[src/inc/pmc_pkg.sv]
// Shared constants and types for the power-mode control link
package pmc_pkg;
    localparam logic [7:0] POWER_CONTROL_ADDR = 8'h87;
    localparam logic [7:0] AUXILIARY_CONTROL_ADDR = 8'h8E;
    localparam logic [7:0] POWER_CONTROL_RESET = 8'h00;
    localparam logic [7:0] AUXILIARY_CONTROL_RESET = 8'h00;
    localparam int IDLE_BIT = 0;
    localparam int PDOWN_BIT = 1;
    localparam int FLAG_A_BIT = 2;
    localparam int FLAG_B_BIT = 3;
    localparam int COLD_BIT = 4;
    localparam int RSVD_BIT = 5;
    localparam int FE_SEL_BIT = 6;
    localparam int BAUD_DBL_BIT = 7;
    localparam int ALE_OFF_BIT = 0;
    localparam int OSC_PER_STATE = 2;
    localparam int STATES_PER_MC = 6;
    localparam int OSC_PER_MC = OSC_PER_STATE * STATES_PER_MC;
    localparam int RESET_HOLD_MC = 2;
    localparam int RESET_HOLD_OSC = RESET_HOLD_MC * OSC_PER_MC;
    localparam int RESET_LEAD_MC = 3;
    // Oscillator restart allowance, in microseconds, and cycles at 10 MHz
    localparam int OSC_RESTART_US = 10000;
    localparam int CLK_MHZ = 10;
    localparam int OSC_RESTART_CYC = OSC_RESTART_US * CLK_MHZ;
    // Wishbone register map of the controller, byte addresses of its 32-bit registers
    localparam logic [3:0] WB_CMD_ADDR = 4'h0;
    localparam logic [3:0] WB_DATA_ADDR = 4'h4;
    localparam logic [3:0] WB_STAT_ADDR = 4'h8;
    localparam logic [3:0] WB_RESP_ADDR = 4'hC;
    typedef enum logic [2:0] {
        CMD_NONE = 3'b000,
        CMD_WRITE = 3'b001,
        CMD_READ = 3'b010,
        CMD_IRQ = 3'b011,
        CMD_RESET = 3'b100,
        CMD_POWER = 3'b101
    } cmd_t;
    typedef enum logic [1:0] {
        MODE_RUN = 2'b00,
        MODE_IDLE = 2'b01,
        MODE_PDOWN = 2'b10,
        MODE_LEAD = 2'b11
    } mode_t;
endpackage : pmc_pkg

[src/inc/pmc_if.sv]
// Link between the power-mode block and the core/pin side that drives it
`timescale 1ns/1ps
interface pmc_if;
    logic sfr_wr;
    logic sfr_rd;
    logic [7:0] sfr_addr;
    logic [7:0] sfr_wdata;
    logic [7:0] sfr_rdata;
    logic rst_pin;
    logic irq_a_n;
    logic irq_b_n;
    logic irq_a_en;
    logic irq_b_en;
    logic irq_a_level;
    logic irq_b_level;
    logic other_irq;
    logic irq_return;
    logic vcc_up;
    logic ext_move;
    logic ext_exec;
    logic core_clk_en;
    logic osc_run;
    logic ram_block;
    logic int_reset;
    logic hold_ports;
    logic ale_o;
    logic ale_oe;
    logic prog_store_strobe;
    logic idle_flag;
    logic pdown_flag;
    logic baud_doubler;
    logic frame_err_select;
    modport dev (
        input sfr_wr, sfr_rd, sfr_addr, sfr_wdata, rst_pin, irq_a_n, irq_b_n,
        input irq_a_en, irq_b_en, irq_a_level, irq_b_level, other_irq, irq_return,
        input vcc_up, ext_move, ext_exec,
        output sfr_rdata, core_clk_en, osc_run, ram_block, int_reset, hold_ports,
        output ale_o, ale_oe, prog_store_strobe, idle_flag, pdown_flag,
        output baud_doubler, frame_err_select
    );
    modport host (
        output sfr_wr, sfr_rd, sfr_addr, sfr_wdata, rst_pin, irq_a_n, irq_b_n,
        output irq_a_en, irq_b_en, irq_a_level, irq_b_level, other_irq, irq_return,
        output vcc_up, ext_move, ext_exec,
        input sfr_rdata, core_clk_en, osc_run, ram_block, int_reset, hold_ports,
        input ale_o, ale_oe, prog_store_strobe, idle_flag, pdown_flag,
        input baud_doubler, frame_err_select
    );
endinterface : pmc_if

[src/rtl/pmc_device.sv]
// Power-mode control end: control register, idle, power-down, wake and reset lead
`timescale 1ns/1ps
module pmc_device
    import pmc_pkg::*;
#(
    parameter int MC_LEN = OSC_PER_MC
) (
    input wire logic CLOCK,
    input wire logic SYS_RST,
    pmc_if.dev LINK,
    output logic [1:0] MODE,
    output logic [2:0] STATE_IN_MC
);
    typedef struct packed {
        logic [7:0] power_control;
        logic [7:0] auxiliary_control;
        logic [7:0] rdata;
        mode_t mode;
        logic [3:0] osc_cnt;
        logic [1:0] lead_cnt;
        logic rst_s1;
        logic rst_s2;
        logic ia_s1;
        logic ia_s2;
        logic ib_s1;
        logic ib_s2;
        logic vcc_s1;
        logic vcc_s2;
        logic vcc_seen;
        logic int_reset;
    } dev_st_t;

    dev_st_t cur_ff;
    dev_st_t nxt_ff;
    logic mc_end;
    logic wake_lvl;
    logic wr_power_control;
    logic wr_auxiliary_control;

    // Decode of machine-cycle end and level-sensitive wake requests
    always_comb begin
        mc_end = (cur_ff.osc_cnt == 4'(MC_LEN - 1));
        wake_lvl = (LINK.irq_a_en && LINK.irq_a_level && !cur_ff.ia_s2)
            || (LINK.irq_b_en && LINK.irq_b_level && !cur_ff.ib_s2);
        wr_power_control = LINK.sfr_wr && (LINK.sfr_addr == POWER_CONTROL_ADDR);
        wr_auxiliary_control = LINK.sfr_wr && (LINK.sfr_addr == AUXILIARY_CONTROL_ADDR);
    end

    // Next state of the whole block
    always_comb begin
        nxt_ff = cur_ff;
        nxt_ff.rst_s1 = LINK.rst_pin;
        nxt_ff.rst_s2 = cur_ff.rst_s1;
        nxt_ff.ia_s1 = LINK.irq_a_n;
        nxt_ff.ia_s2 = cur_ff.ia_s1;
        nxt_ff.ib_s1 = LINK.irq_b_n;
        nxt_ff.ib_s2 = cur_ff.ib_s1;
        nxt_ff.vcc_s1 = LINK.vcc_up;
        nxt_ff.vcc_s2 = cur_ff.vcc_s1;
        // Oscillator period counter stops while frozen
        if (cur_ff.mode != MODE_PDOWN) begin
            nxt_ff.osc_cnt = mc_end ? 4'h0 : cur_ff.osc_cnt + 4'h1;
        end
        // Register writes; reserved bit kept at zero
        if (wr_power_control && cur_ff.mode == MODE_RUN) begin
            nxt_ff.power_control = LINK.sfr_wdata;
            nxt_ff.power_control[RSVD_BIT] = 1'b0;
        end
        if (wr_auxiliary_control) begin
            nxt_ff.auxiliary_control = LINK.sfr_wdata;
        end
        // Cold-start flag on supply rise, wins over a software clear
        if (cur_ff.vcc_s2 && !cur_ff.vcc_seen) begin
            nxt_ff.vcc_seen = 1'b1;
            nxt_ff.power_control[COLD_BIT] = 1'b1;
        end
        if (!cur_ff.vcc_s2) begin
            nxt_ff.vcc_seen = 1'b0;
        end
        // Register read data, captured
        if (LINK.sfr_rd) begin
            if (LINK.sfr_addr == POWER_CONTROL_ADDR) begin
                nxt_ff.rdata = cur_ff.power_control;
            end else if (LINK.sfr_addr == AUXILIARY_CONTROL_ADDR) begin
                nxt_ff.rdata = cur_ff.auxiliary_control;
            end else begin
                nxt_ff.rdata = 8'h00;
            end
        end
        nxt_ff.int_reset = 1'b0;
        case (cur_ff.mode)
            MODE_RUN: begin
                if (wr_power_control && LINK.sfr_wdata[PDOWN_BIT]) begin
                    nxt_ff.mode = MODE_PDOWN;
                end else if (wr_power_control && LINK.sfr_wdata[IDLE_BIT]) begin
                    nxt_ff.mode = MODE_IDLE;
                end
            end
            MODE_IDLE: begin
                if (LINK.rst_pin) begin
                    // Asynchronous-style clear from the raw pin
                    nxt_ff.power_control[IDLE_BIT] = 1'b0;
                    nxt_ff.mode = MODE_LEAD;
                    nxt_ff.lead_cnt = 2'd0;
                end else if (LINK.other_irq || wake_lvl) begin
                    nxt_ff.power_control[IDLE_BIT] = 1'b0;
                    nxt_ff.mode = MODE_RUN;
                end
            end
            MODE_PDOWN: begin
                if (cur_ff.rst_s2) begin
                    nxt_ff = '0;
                    nxt_ff.power_control[COLD_BIT] = cur_ff.power_control[COLD_BIT];
                    nxt_ff.vcc_seen = cur_ff.vcc_seen;
                    nxt_ff.int_reset = 1'b1;
                end else if (wake_lvl) begin
                    nxt_ff.power_control[PDOWN_BIT] = 1'b0;
                    nxt_ff.power_control[IDLE_BIT] = 1'b0;
                    nxt_ff.mode = MODE_RUN;
                end
            end
            MODE_LEAD: begin
                // Core runs a few machine cycles before reset takes over
                if (mc_end) begin
                    nxt_ff.lead_cnt = cur_ff.lead_cnt + 2'd1;
                    if (cur_ff.lead_cnt == 2'(RESET_LEAD_MC - 1)) begin
                        nxt_ff.mode = MODE_RUN;
                        nxt_ff.power_control = POWER_CONTROL_RESET | (cur_ff.power_control & (8'h01 << COLD_BIT));
                        nxt_ff.auxiliary_control = AUXILIARY_CONTROL_RESET;
                        nxt_ff.int_reset = 1'b1;
                    end
                end
            end
            default: begin
                nxt_ff.mode = MODE_RUN;
            end
        endcase
    end

    // State register
    always_ff @(posedge CLOCK) begin
        if (SYS_RST) begin
            cur_ff <= '0;
        end else begin
            cur_ff <= nxt_ff;
        end
    end

    // Outputs toward core and pins
    always_comb begin
        LINK.sfr_rdata = cur_ff.rdata;
        LINK.core_clk_en = (cur_ff.mode == MODE_RUN) || (cur_ff.mode == MODE_LEAD);
        LINK.osc_run = (cur_ff.mode != MODE_PDOWN);
        LINK.ram_block = (cur_ff.mode == MODE_LEAD);
        LINK.int_reset = cur_ff.int_reset || SYS_RST;
        LINK.hold_ports = (cur_ff.mode == MODE_IDLE) || (cur_ff.mode == MODE_PDOWN);
        if (cur_ff.mode == MODE_PDOWN) begin
            LINK.ale_o = 1'b0;
            LINK.ale_oe = 1'b1;
            LINK.prog_store_strobe = 1'b0;
        end else if (cur_ff.mode == MODE_IDLE) begin
            LINK.ale_o = 1'b1;
            LINK.ale_oe = 1'b1;
            LINK.prog_store_strobe = 1'b1;
        end else begin
            LINK.ale_o = (cur_ff.osc_cnt < 4'h2) || (cur_ff.osc_cnt == 4'h6);
            LINK.ale_oe = !cur_ff.auxiliary_control[ALE_OFF_BIT] || LINK.ext_move || LINK.ext_exec;
            LINK.prog_store_strobe = 1'b1;
        end
        LINK.idle_flag = (cur_ff.mode == MODE_IDLE);
        LINK.pdown_flag = (cur_ff.mode == MODE_PDOWN);
        LINK.baud_doubler = cur_ff.power_control[BAUD_DBL_BIT];
        LINK.frame_err_select = cur_ff.power_control[FE_SEL_BIT];
        MODE = cur_ff.mode;
        STATE_IN_MC = 3'(cur_ff.osc_cnt >> 1);
    end
endmodule : pmc_device

[src/flat_wrapper.sv]
// flat-port wrapper written by rule: the top's interface ports become plain ports
module pmc_device_flat import pmc_pkg::*;
#(
    parameter int MC_LEN = OSC_PER_MC
)
  (CLOCK, SYS_RST, MODE, STATE_IN_MC, LINK_sfr_wr, LINK_sfr_rd, LINK_sfr_addr, LINK_sfr_wdata, LINK_rst_pin, LINK_irq_a_n, LINK_irq_b_n, LINK_irq_a_en, LINK_irq_b_en, LINK_irq_a_level, LINK_irq_b_level, LINK_other_irq, LINK_irq_return, LINK_vcc_up, LINK_ext_move, LINK_ext_exec, LINK_sfr_rdata, LINK_core_clk_en, LINK_osc_run, LINK_ram_block, LINK_int_reset, LINK_hold_ports, LINK_ale_o, LINK_ale_oe, LINK_prog_store_strobe, LINK_idle_flag, LINK_pdown_flag, LINK_baud_doubler, LINK_frame_err_select);
  pmc_if LINK_i ();
  input wire logic CLOCK;
  input wire logic SYS_RST;
  output logic [1:0] MODE;
  output logic [2:0] STATE_IN_MC;
  input wire logic [$bits(LINK_i.sfr_wr)-1:0] LINK_sfr_wr;
  input wire logic [$bits(LINK_i.sfr_rd)-1:0] LINK_sfr_rd;
  input wire logic [$bits(LINK_i.sfr_addr)-1:0] LINK_sfr_addr;
  input wire logic [$bits(LINK_i.sfr_wdata)-1:0] LINK_sfr_wdata;
  input wire logic [$bits(LINK_i.rst_pin)-1:0] LINK_rst_pin;
  input wire logic [$bits(LINK_i.irq_a_n)-1:0] LINK_irq_a_n;
  input wire logic [$bits(LINK_i.irq_b_n)-1:0] LINK_irq_b_n;
  input wire logic [$bits(LINK_i.irq_a_en)-1:0] LINK_irq_a_en;
  input wire logic [$bits(LINK_i.irq_b_en)-1:0] LINK_irq_b_en;
  input wire logic [$bits(LINK_i.irq_a_level)-1:0] LINK_irq_a_level;
  input wire logic [$bits(LINK_i.irq_b_level)-1:0] LINK_irq_b_level;
  input wire logic [$bits(LINK_i.other_irq)-1:0] LINK_other_irq;
  input wire logic [$bits(LINK_i.irq_return)-1:0] LINK_irq_return;
  input wire logic [$bits(LINK_i.vcc_up)-1:0] LINK_vcc_up;
  input wire logic [$bits(LINK_i.ext_move)-1:0] LINK_ext_move;
  input wire logic [$bits(LINK_i.ext_exec)-1:0] LINK_ext_exec;
  output wire logic [$bits(LINK_i.sfr_rdata)-1:0] LINK_sfr_rdata;
  output wire logic [$bits(LINK_i.core_clk_en)-1:0] LINK_core_clk_en;
  output wire logic [$bits(LINK_i.osc_run)-1:0] LINK_osc_run;
  output wire logic [$bits(LINK_i.ram_block)-1:0] LINK_ram_block;
  output wire logic [$bits(LINK_i.int_reset)-1:0] LINK_int_reset;
  output wire logic [$bits(LINK_i.hold_ports)-1:0] LINK_hold_ports;
  output wire logic [$bits(LINK_i.ale_o)-1:0] LINK_ale_o;
  output wire logic [$bits(LINK_i.ale_oe)-1:0] LINK_ale_oe;
  output wire logic [$bits(LINK_i.prog_store_strobe)-1:0] LINK_prog_store_strobe;
  output wire logic [$bits(LINK_i.idle_flag)-1:0] LINK_idle_flag;
  output wire logic [$bits(LINK_i.pdown_flag)-1:0] LINK_pdown_flag;
  output wire logic [$bits(LINK_i.baud_doubler)-1:0] LINK_baud_doubler;
  output wire logic [$bits(LINK_i.frame_err_select)-1:0] LINK_frame_err_select;
  assign LINK_i.sfr_wr = LINK_sfr_wr;
  assign LINK_i.sfr_rd = LINK_sfr_rd;
  assign LINK_i.sfr_addr = LINK_sfr_addr;
  assign LINK_i.sfr_wdata = LINK_sfr_wdata;
  assign LINK_i.rst_pin = LINK_rst_pin;
  assign LINK_i.irq_a_n = LINK_irq_a_n;
  assign LINK_i.irq_b_n = LINK_irq_b_n;
  assign LINK_i.irq_a_en = LINK_irq_a_en;
  assign LINK_i.irq_b_en = LINK_irq_b_en;
  assign LINK_i.irq_a_level = LINK_irq_a_level;
  assign LINK_i.irq_b_level = LINK_irq_b_level;
  assign LINK_i.other_irq = LINK_other_irq;
  assign LINK_i.irq_return = LINK_irq_return;
  assign LINK_i.vcc_up = LINK_vcc_up;
  assign LINK_i.ext_move = LINK_ext_move;
  assign LINK_i.ext_exec = LINK_ext_exec;
  assign LINK_sfr_rdata = LINK_i.sfr_rdata;
  assign LINK_core_clk_en = LINK_i.core_clk_en;
  assign LINK_osc_run = LINK_i.osc_run;
  assign LINK_ram_block = LINK_i.ram_block;
  assign LINK_int_reset = LINK_i.int_reset;
  assign LINK_hold_ports = LINK_i.hold_ports;
  assign LINK_ale_o = LINK_i.ale_o;
  assign LINK_ale_oe = LINK_i.ale_oe;
  assign LINK_prog_store_strobe = LINK_i.prog_store_strobe;
  assign LINK_idle_flag = LINK_i.idle_flag;
  assign LINK_pdown_flag = LINK_i.pdown_flag;
  assign LINK_baud_doubler = LINK_i.baud_doubler;
  assign LINK_frame_err_select = LINK_i.frame_err_select;
  pmc_device #(.MC_LEN(MC_LEN)) u_core (.CLOCK(CLOCK), .SYS_RST(SYS_RST), .LINK(LINK_i), .MODE(MODE), .STATE_IN_MC(STATE_IN_MC));
endmodule
[config.mk]
export PLATFORM = sky130hd
export DESIGN_NAME = pmc_device_flat
export DESIGN_NICKNAME = d
export VERILOG_FILES = /design/src/inc/pmc_pkg.sv /design/src/inc/pmc_if.sv /design/src/rtl/pmc_device.sv /design/src/flat_wrapper.sv
export SDC_FILE = /design/constraint.sdc
export NUM_CORES = 1
export LEC_CHECK = 0
export ABC_AREA = 1
export ABC_CLOCK_PERIOD_IN_PS = 1800
export BUFFER_PORTS_ARGS = -buffer_cell sky130_fd_sc_hd__buf_2
export CORE_UTILIZATION = 25
export DETAILED_ROUTE_END_ITERATION = 6
export SETUP_SLACK_MARGIN = 0.5
export SYNTH_ARGS = -nofsm -noshare
export SYNTH_HDL_FRONTEND = slang
export SYNTH_SLANG_ARGS = --single-unit
export TNS_END_PERCENT = 20
[constraint.sdc]
create_clock -name CLOCK -period 1.8 [get_ports CLOCK]
set_input_delay 0.09 -clock CLOCK [delete_from_list [all_inputs] [get_ports CLOCK]]
set_output_delay 0.09 -clock CLOCK [all_outputs]
set_load 0.01 [all_outputs]
==> metrics.md, run 1 <==
| Metric | Value |
|---|---|
| CTS tree | yes |
| Largest family of logic cells by synthesized area | simple AND/OR/NAND/NOR gates |
| Worst EP required | 1.99 ns |
| Yosys cell types | 32 |
| Most common cell after layout, fill and taps aside | buf_2 |
| Placed Cells | 447 |
| Final Worst Setup Slack | 0.344 ns |
| # clock sinks | 42 |
| Clk pwr share | 21.7% |
| Post-synthesis compound-gate area fraction | 13.1% |
| TritonCTS buffer count | 5 |
| IO Count | 57 |
| P_leak | 1.40 nW |
| Final Skew | 0.00674 ns |
| DR pass1 iterations | 5 |
| Final HPWL DP | 3850 µm |
| Largest net degree at the start of global routing | 17 |
| Pre-CTS setup slack | 0.254 ns |
| Post-layout instance count excluding filler cells | 470 |
| Simple-Gate Fraction of Synth Area | 27.5% |
| Clk buf depth | 2 |
| Mapped cell area | 2190 µm² |
| CP max FO | 7 |
| Status | complete, no violations |
| Actual slew at the worst max-slew pin | 0.285 ns |
| Area Overhead vs Synth | 30.6% |
| Vias in the first global route | 1,850 |
| Max-cap viol count | 0 |
| Core area | 8340 µm² |
| Top-area cell type share of the netlist area | 38.4% |
| Post-Syn Instances | 303 |
| FILL cells | 927 |
| Number of enable flip-flop cells after synthesis | 0 |
| Iteration-0 DRC Markers | 64 |
| First-pass GRT wire length | 8490 µm |
| Synth Area in XOR/XNOR | 0.400% |
| Switching Power | 0.00103 W |
| Highest clock rate | 0.687 GHz |
| Final Max Tran Viols | 0 |
| Synthesized Nets | 343 |
| Cell taking the most area after synthesis | dfxtp_1 |
| Seq pwr share | 38.2% |
| GP Congestion | 0.778 |
| PwrDens | 1010 nW/µm² |
| CP startpoint kind | flip-flop |
| Type of the most critical hold path | input pin to flip-flop |
| Initial core utilization | 26.3% |
| Syn Area/Cell | 7.23 µm² |
| CP endpoint kind | flip-flop |
| Port bufs | 55 |
| Sw Share | 35.8% |
| DRC Markers | 0 |
| Number of cell rows | 33 |
| Seq cells post-synth | 42 |
| Post-route ant nets | 0 |
| Top cells by area, synth | dfxtp_1 38%, inv_1 8.9%, nand2_1 8.1% |
| Relative slew slack | 81.0% |
| Final setup viols | 0 |
| Fin. Hold Viols | 0 |
| Drt total wl | 5210 µm |
| Worst-skew pair later-pin latency | 0.29 ns |
| Register area share after synthesis | 38.4% |
| Min Clock Period, post-route | 1.46 ns |
| Commonest non-fill, non-tap cells in the layout | 55 x buf_2, 46 x inv_1, 45 x nand2_1 |
| Arrival time worst endpoint | 1.65 ns |
| Die H | 95.6 µm |
| Clock root cell | clkbuf_8 |
| WL per Instance | 11.1 µm |
| Internal | 0.00186 W |
| Hold_ws | 0.0480 ns |
| Yosys warns | 0 |
| Via Count | 1,982 |
| Initial antenna violation count | 0 |
| Worst-path clk slew | 0.08 ns |
| Post-synthesis mux area share | 0% |
| Total grt overflow | 0 |
| Ys flop type | dfxtp_1 |
| Total track usage | 12.3% |
| Final nets | 404 |
| Die ar. | 9140 µm² |
| Chip width | 95.6 µm |
| Final period utilization | 80.9% |
| H-tree lvl count | 2 |
| Setup TNS | 0 ns |
| Synth async-reset ratio | 0% |
| Critical path class | flip-flop to flip-flop |
| Antenna Cells | 0 |
| Routed vias/inst | 4.22 |
| RSZ-0062 raised after global routing | yes |
| Layout cells sized above 1 | 36.4% |
| VDD IR-drop max | 0.312 mV |
| Gate power share | 40.1% |
| Post-Synth Adder-Cell Area | 4.57% |
## through the flow
stage          power (W)  cell area (µm²)  utilization (%)
2_1_floorplan    0.00183             2250                -
3_3_place_gp     0.00203             2530             30.3
3_5_place_dp     0.00205             2530             30.3
4_1_cts          0.00283             2770             33.2
5_1_grt          0.00309             2860             34.3
6_report         0.00289             2860             34.3
## worst max-delay path, cell delays in order (launching register included)
cell	delay, ns
dfxtp_4	0.37
ha_4	0.15
nand2_4	0.05
nor2_4	0.12
nand2_2	0.06
nand2_2	0.09
o21ai_4	0.07
o21ai_4	0.22
buf_8	0.17
nor2_1	0.05
## power by group through the flow
stage | registers, W | logic, W | clock network [W]
after floorplan | 0.00110 | 0.000732 | 0
after global placement | 0.00111 | 0.000923 | 0
after detailed placement | 0.00111 | 0.000938 | 0
after CTS | 0.00110 | 0.00108 | 0.000659
after global routing | 0.00112 | 0.00129 | 0.000688
final | 0.00110 | 0.00116 | 0.000629
## worst paths after layout
kind / start / end / slack [ns] / cells past startpoint
hold / removal: SYS_RST / u_core.STATE_IN_MC[0] / 0.05 / 2
setup / recovery: u_core.STATE_IN_MC[0] / u_core.cur_ff[30] / 0.34 / 9
hold reg to reg: u_core.cur_ff[3] / u_core.cur_ff[2] / 0.41 / 2
setup reg to reg: u_core.STATE_IN_MC[0] / u_core.cur_ff[30] / 0.34 / 9
## registers in the layout, indices dropped and copies added, names as in the netlist
name and count:
u_core.STATE_IN_MC 3, u_core.MODE 2, u_core.cur_ff 27, u_core.LINK.baud_doubler 1, u_core.LINK.frame_err_select 1, u_core.LINK.sfr_rdata 8
## logic make-up after synthesis
kind of cell	count (synthesis)
AOI/OAI and AO/OA	48
and+or+nand+nor	129
xor gates and xnor gates	1
buffers and inverters	75
adders and majority gates	8
DFF	42
## synthesized netlist by cell type (2+ instances only)
library cell / number
ha_1: 8
nand4_1: 3
nor3_2: 2
nand2_2: 6
o21ai_1: 15
inv_1: 52
nand2_1: 47
nand3_1: 10
buf_2: 2
buf_4: 14
a21oi_1: 9
nor2_4: 3
buf_6: 2
o221ai_1: 4
nor3_1: 5
inv_2: 3
or2_2: 3
dfxtp_1: 42
nor2_1: 39
nor2_2: 9
o21ai_0: 14
## final cells by class
cell class | count | area (µm²) | area share [%]
Clock buffer | 7 | 86.3 | 3.02
Tap cell | 105 | 131 | 4.59
Inverter | 56 | 220 | 7.70
Sequential cell | 42 | 857 | 30.0
Clock inverter | 1 | 5.00 | 0.175
Multi-Input combinational cell | 186 | 1110 | 38.7
Timing Repair Buffer | 73 | 453 | 15.8
## metal layers
layer / share of wire [%] / vias to the layer above / global-route usage, %
met5: 0 / - / 0
met4: 0.61 / 0 / 2.36
met3: 7.1 / 6 / 4.15
met2: 46 / 50 / 20.7
met1: 46 / 874 / 15.4
li1: - / 1052 / -
## what timing repair did
item / CTS / global route
pin swaps: 6 / 13
buffers inserted: 6 / 5
gates cloned: 1 / 0
hold buffers: 3 / 0
resized for setup: 15 / 20
endpoints found under the setup margin: 39 / 46
endpoints found under the hold margin: 3 / 0
Power figures use the tool's default switching activity.
==> inputs of run 2 (changes only) <==
Settings changed: ABC_AREA 1 to 0, ABC_CLOCK_PERIOD_IN_PS 1800 to 1400.
Clock period 1.8 ns to 1.4 ns, I/O delays scaled along.
==> run 2 against run 1 <==
Against the previous run: power up 29%; flip-flop and latch count stayed put; critical path type unchanged; combinational power rose by 34%; largest cell class unchanged; final area up 4.1%; highest routed layer unchanged; final cell count fell by 12%; synthesized cell count is 22% lower; the run now ends with setup timing left; critical path depth shrank 3; register-to-register slack got worse by 0.45 ns; sequential power up 24%; clock skew rose by 0.0014 ns; global-route usage increased by 0.098 points; hold slack got worse by 0.031 ns.
==> metrics.md, run 2 <==
| Metric | Value |
|---|---|
| Port bufs | 55 (unchanged) |
| Yosys warns | 0 (unchanged) |
| Syn Area/Cell | 8.69 µm² (was 7.23 µm²) |
| Fin util | 37.9% (was 34.3%) |
| PwrDens | 1260 nW/µm² (was 1010 nW/µm²) |
| Max reg flops | 27 (unchanged) |
| CP startpoint kind | flip-flop (unchanged) |
| Max-cap viol count | 0 (unchanged) |
| Min Clock Period, post-route | 1.50 ns (was 1.46 ns) |
| Worst-skew pair later-pin latency | 0.29 ns (about the same) |
| Seq cells post-synth | 42 (unchanged) |
| Die ar. | 8600 µm² (was 9140 µm²) |
| CP max FO | 5 (was 7) |
| Violated checks | setup timing |
| Commonest non-fill, non-tap cells in the layout | 48 x buf_2, 38 x dfxtp_1, 24 x buf_4 (was 55 x buf_2, 46 x inv_1, 45 x nand2_1) |
| VDD IR-drop max | 0.808 mV (was 0.312 mV) |
| Top post-synthesis cells by count | 42 x dfxtp_1, 25 x a21oi_1, 20 x nand2_1 (was 52 x inv_1, 47 x nand2_1, 42 x dfxtp_1) |
| Post-Syn Instances | 237 (was 303) |
| Final setup viols | 22 (was 0) |
| Synth async-reset ratio | 0% (unchanged) |
| Ys flop type | dfxtp_1 (unchanged) |
| Core area | 7850 µm² (was 8340 µm²) |
| Pre-CTS setup slack | -0.177 ns (was 0.254 ns) |
| Final Worst Setup Slack | -0.102 ns (was 0.344 ns) |
| Post-route ant nets | 0 (unchanged) |
| Total track usage | 12.4% (was 12.3%) |
| GP Congestion | 0.791 (was 0.778) |
| Actual slew at the worst max-slew pin | 0.278 ns (was 0.285 ns) |
| WL per Instance | 12.3 µm (was 11.1 µm) |
| First-pass GRT wire length | 8380 µm (was 8490 µm) |
| Total grt overflow | 0 (unchanged) |
| Highest clock rate | 0.666 GHz (was 0.687 GHz) |
| Final instance area | 2980 µm² (was 2860 µm²) |
| Setup TNS | -1.42 ns (was 0 ns) |
| Top-area cell type share of the netlist area | 40.8% (was 38.4%) |
| Register area share after synthesis | 40.8% (was 38.4%) |
| Iteration-0 DRC Markers | 39 (was 64) |
| Area Overhead vs Synth | 44.5% (was 30.6%) |
| FILL cells | 846 (was 927) |
| Most common cell after layout, fill and taps aside | buf_2 (unchanged) |
| Final nets | 352 (was 404) |
| Status | complete, but fails checks (was complete, no violations) |
| H-tree lvl count | 2 (unchanged) |
| # clock sinks | 42 (unchanged) |
| Final Skew | 0.00819 ns (was 0.00674 ns) |
| IO Count | 57 (unchanged) |
| Layout cells sized above 1 | 43.8% (was 36.4%) |
| TritonCTS buffer count | 5 (unchanged) |
| Drt total wl | 5110 µm (was 5210 µm) |
| Chip width | 92.8 µm (was 95.6 µm) |
| DRC Markers | 0 (unchanged) |
| Fin. Hold Viols | 0 (unchanged) |
| Mapped cell area | 2060 µm² (was 2190 µm²) |
| Post-layout instance count excluding filler cells | 415 (was 470) |
| Type of the most critical hold path | input pin to flip-flop (unchanged) |
| CP endpoint kind | flip-flop (unchanged) |
| Final Max Tran Viols | 0 (unchanged) |
| CTS tree | yes (unchanged) |
| Worst EP required | 1.60 ns (was 1.99 ns) |
| Critical path class | flip-flop to flip-flop (unchanged) |
| Placed Cells | 399 (was 447) |
| P_leak | 1.26 nW (was 1.40 nW) |
| Number of cell rows | 32 (was 33) |
| Routed vias/inst | 4.50 (was 4.22) |
| Clk buf depth | 2 (unchanged) |
| Antenna Cells | 0 (unchanged) |
| Initial antenna violation count | 0 (unchanged) |
| Via Count | 1,869 (was 1,982) |
| RSZ-0062 raised after global routing | yes (unchanged) |
| Final period utilization | 107% (was 80.9%) |
| Arrival time worst endpoint | 1.70 ns (was 1.65 ns) |
| Final HPWL DP | 3740 µm (was 3850 µm) |
| Die H | 92.8 µm (was 95.6 µm) |
| Flop-to-flop setup slack | -0.10 ns (was 0.34 ns) |
| Synthesized Nets | 277 (was 343) |
| Worst-path clk slew | 0.08 ns (about the same) |
| Initial core utilization | 26.2% (was 26.3%) |
| Relative slew slack | 81.5% (was 81.0%) |
| Top cells by area, synth | dfxtp_1 41%, a21oi_1 6.1%, buf_4 5.5% (was dfxtp_1 38%, inv_1 8.9%, nand2_1 8.1%) |
| Vias in the first global route | 1,814 (was 1,850) |
| Cell taking the most area after synthesis | dfxtp_1 (unchanged) |
| Largest net degree at the start of global routing | 17 (unchanged) |
| Clock root cell | clkbuf_8 (unchanged) |
| DR pass1 iterations | 4 (was 5) |
| Yosys cell types | 41 (was 32) |
| Most frequent cell after synthesis | dfxtp_1 (was inv_1) |
| Number of enable flip-flop cells after synthesis | 0 (unchanged) |
| Top reg by flops | u_core.cur_ff (unchanged) |
| DP Area | 2630 µm² (was 2530 µm²) |
## run 2: cell types whose count changed in the layout (fill, tap and decap cells not counted), sizes merged, moves of 8 or more
cell    previous run  this run
inv               55        14
nand2             54        20
nor2              51        19
o21ai             31         7
buf               70        87
a21oi              9        25
and2               0         9
nand2b             0         9
a22o               0         8
mux2i              0         8
## run 2: path summary, 6_finish.rpt
check | to | cells after the start | from
worst max-delay path | u_core.MODE[1] | 6 | u_core.MODE[0]
worst min-delay path | u_core.cur_ff[31] | 3 | LINK_sfr_wdata[5]
worst max register to register | u_core.MODE[1] | 6 | u_core.MODE[0]
worst min register to register | u_core.cur_ff[2] | 1 | u_core.cur_ff[3]
## run 2: routing by layer
| layer | up-vias | part of all wire (%) | routed length, µm | global-route usage (%) |
|---|---|---|---|---|
| met3 | 8 | 4.3 | 220 | 3.20 |
| met1 | 860 | 45 | 2310 | 15.2 |
| li1 | 954 | - | - | - |
| met4 | 0 | 1.6 | 81 | 4.10 |
| met5 | - | 0 | 0 | 0 |
| met2 | 47 | 49 | 2500 | 21.1 |
## run 2: layout make-up
type | count | area (µm²) | area share [%]
multi-input cells | 160 | 1210 | 40.8
flip-flops and latches | 42 | 856 | 28.8
clock inverters | 2 | 11.3 | 0.378
clock buffers | 6 | 82.6 | 2.77
well taps | 102 | 128 | 4.29
inverters | 13 | 56.3 | 1.89
repair buffers | 90 | 628 | 21.1
## run 2: timing repair
action | in CTS | in global routing
resized for setup | 36 | 10
gates cloned | 0 | 1
hold buffers | 3 | 0
setup endpoints to repair | 57 | 59
endpoints found under the hold margin | 3 | 0
pin swaps | 25 | 10
buffers inserted | 4 | 0
## run 2: critical path, cell delays in order, from the launching register on
cell and delay [ns]:
dfxtp_4 0.38, inv_4 0.08, ha_2 0.26, and3_1 0.16
and3_1 0.19, a31oi_1 0.06, a311oi_2 0.28
## run 2: stage by stage
stage	power, W	hold slack [ns]
final	0.00374	0.0172
after global routing	0.00399	0.0108
after CTS	0.00372	0.0138
after detailed placement	0.00257	0.273
after global placement	0.00255	0.273
after floorplan	0.00214	0.192
## run 2: cells by family after synthesis
kind of cell               synth area share, %
and+or+nand+nor                           23.8
AOI/OAI and AO/OA                         16.3
DFF                                       40.8
buffers and inverters                     9.78
muxes                                     4.44
adders and majority gates                 4.86
## run 2: power breakdown
part / switching [W] / internal [W] / total [W]
logic: 0.000754 / 0.000804 / 0.00156
clock network: 0.000422 / 0.000398 / 0.000820
registers: 0.0000803 / 0.00128 / 0.00136
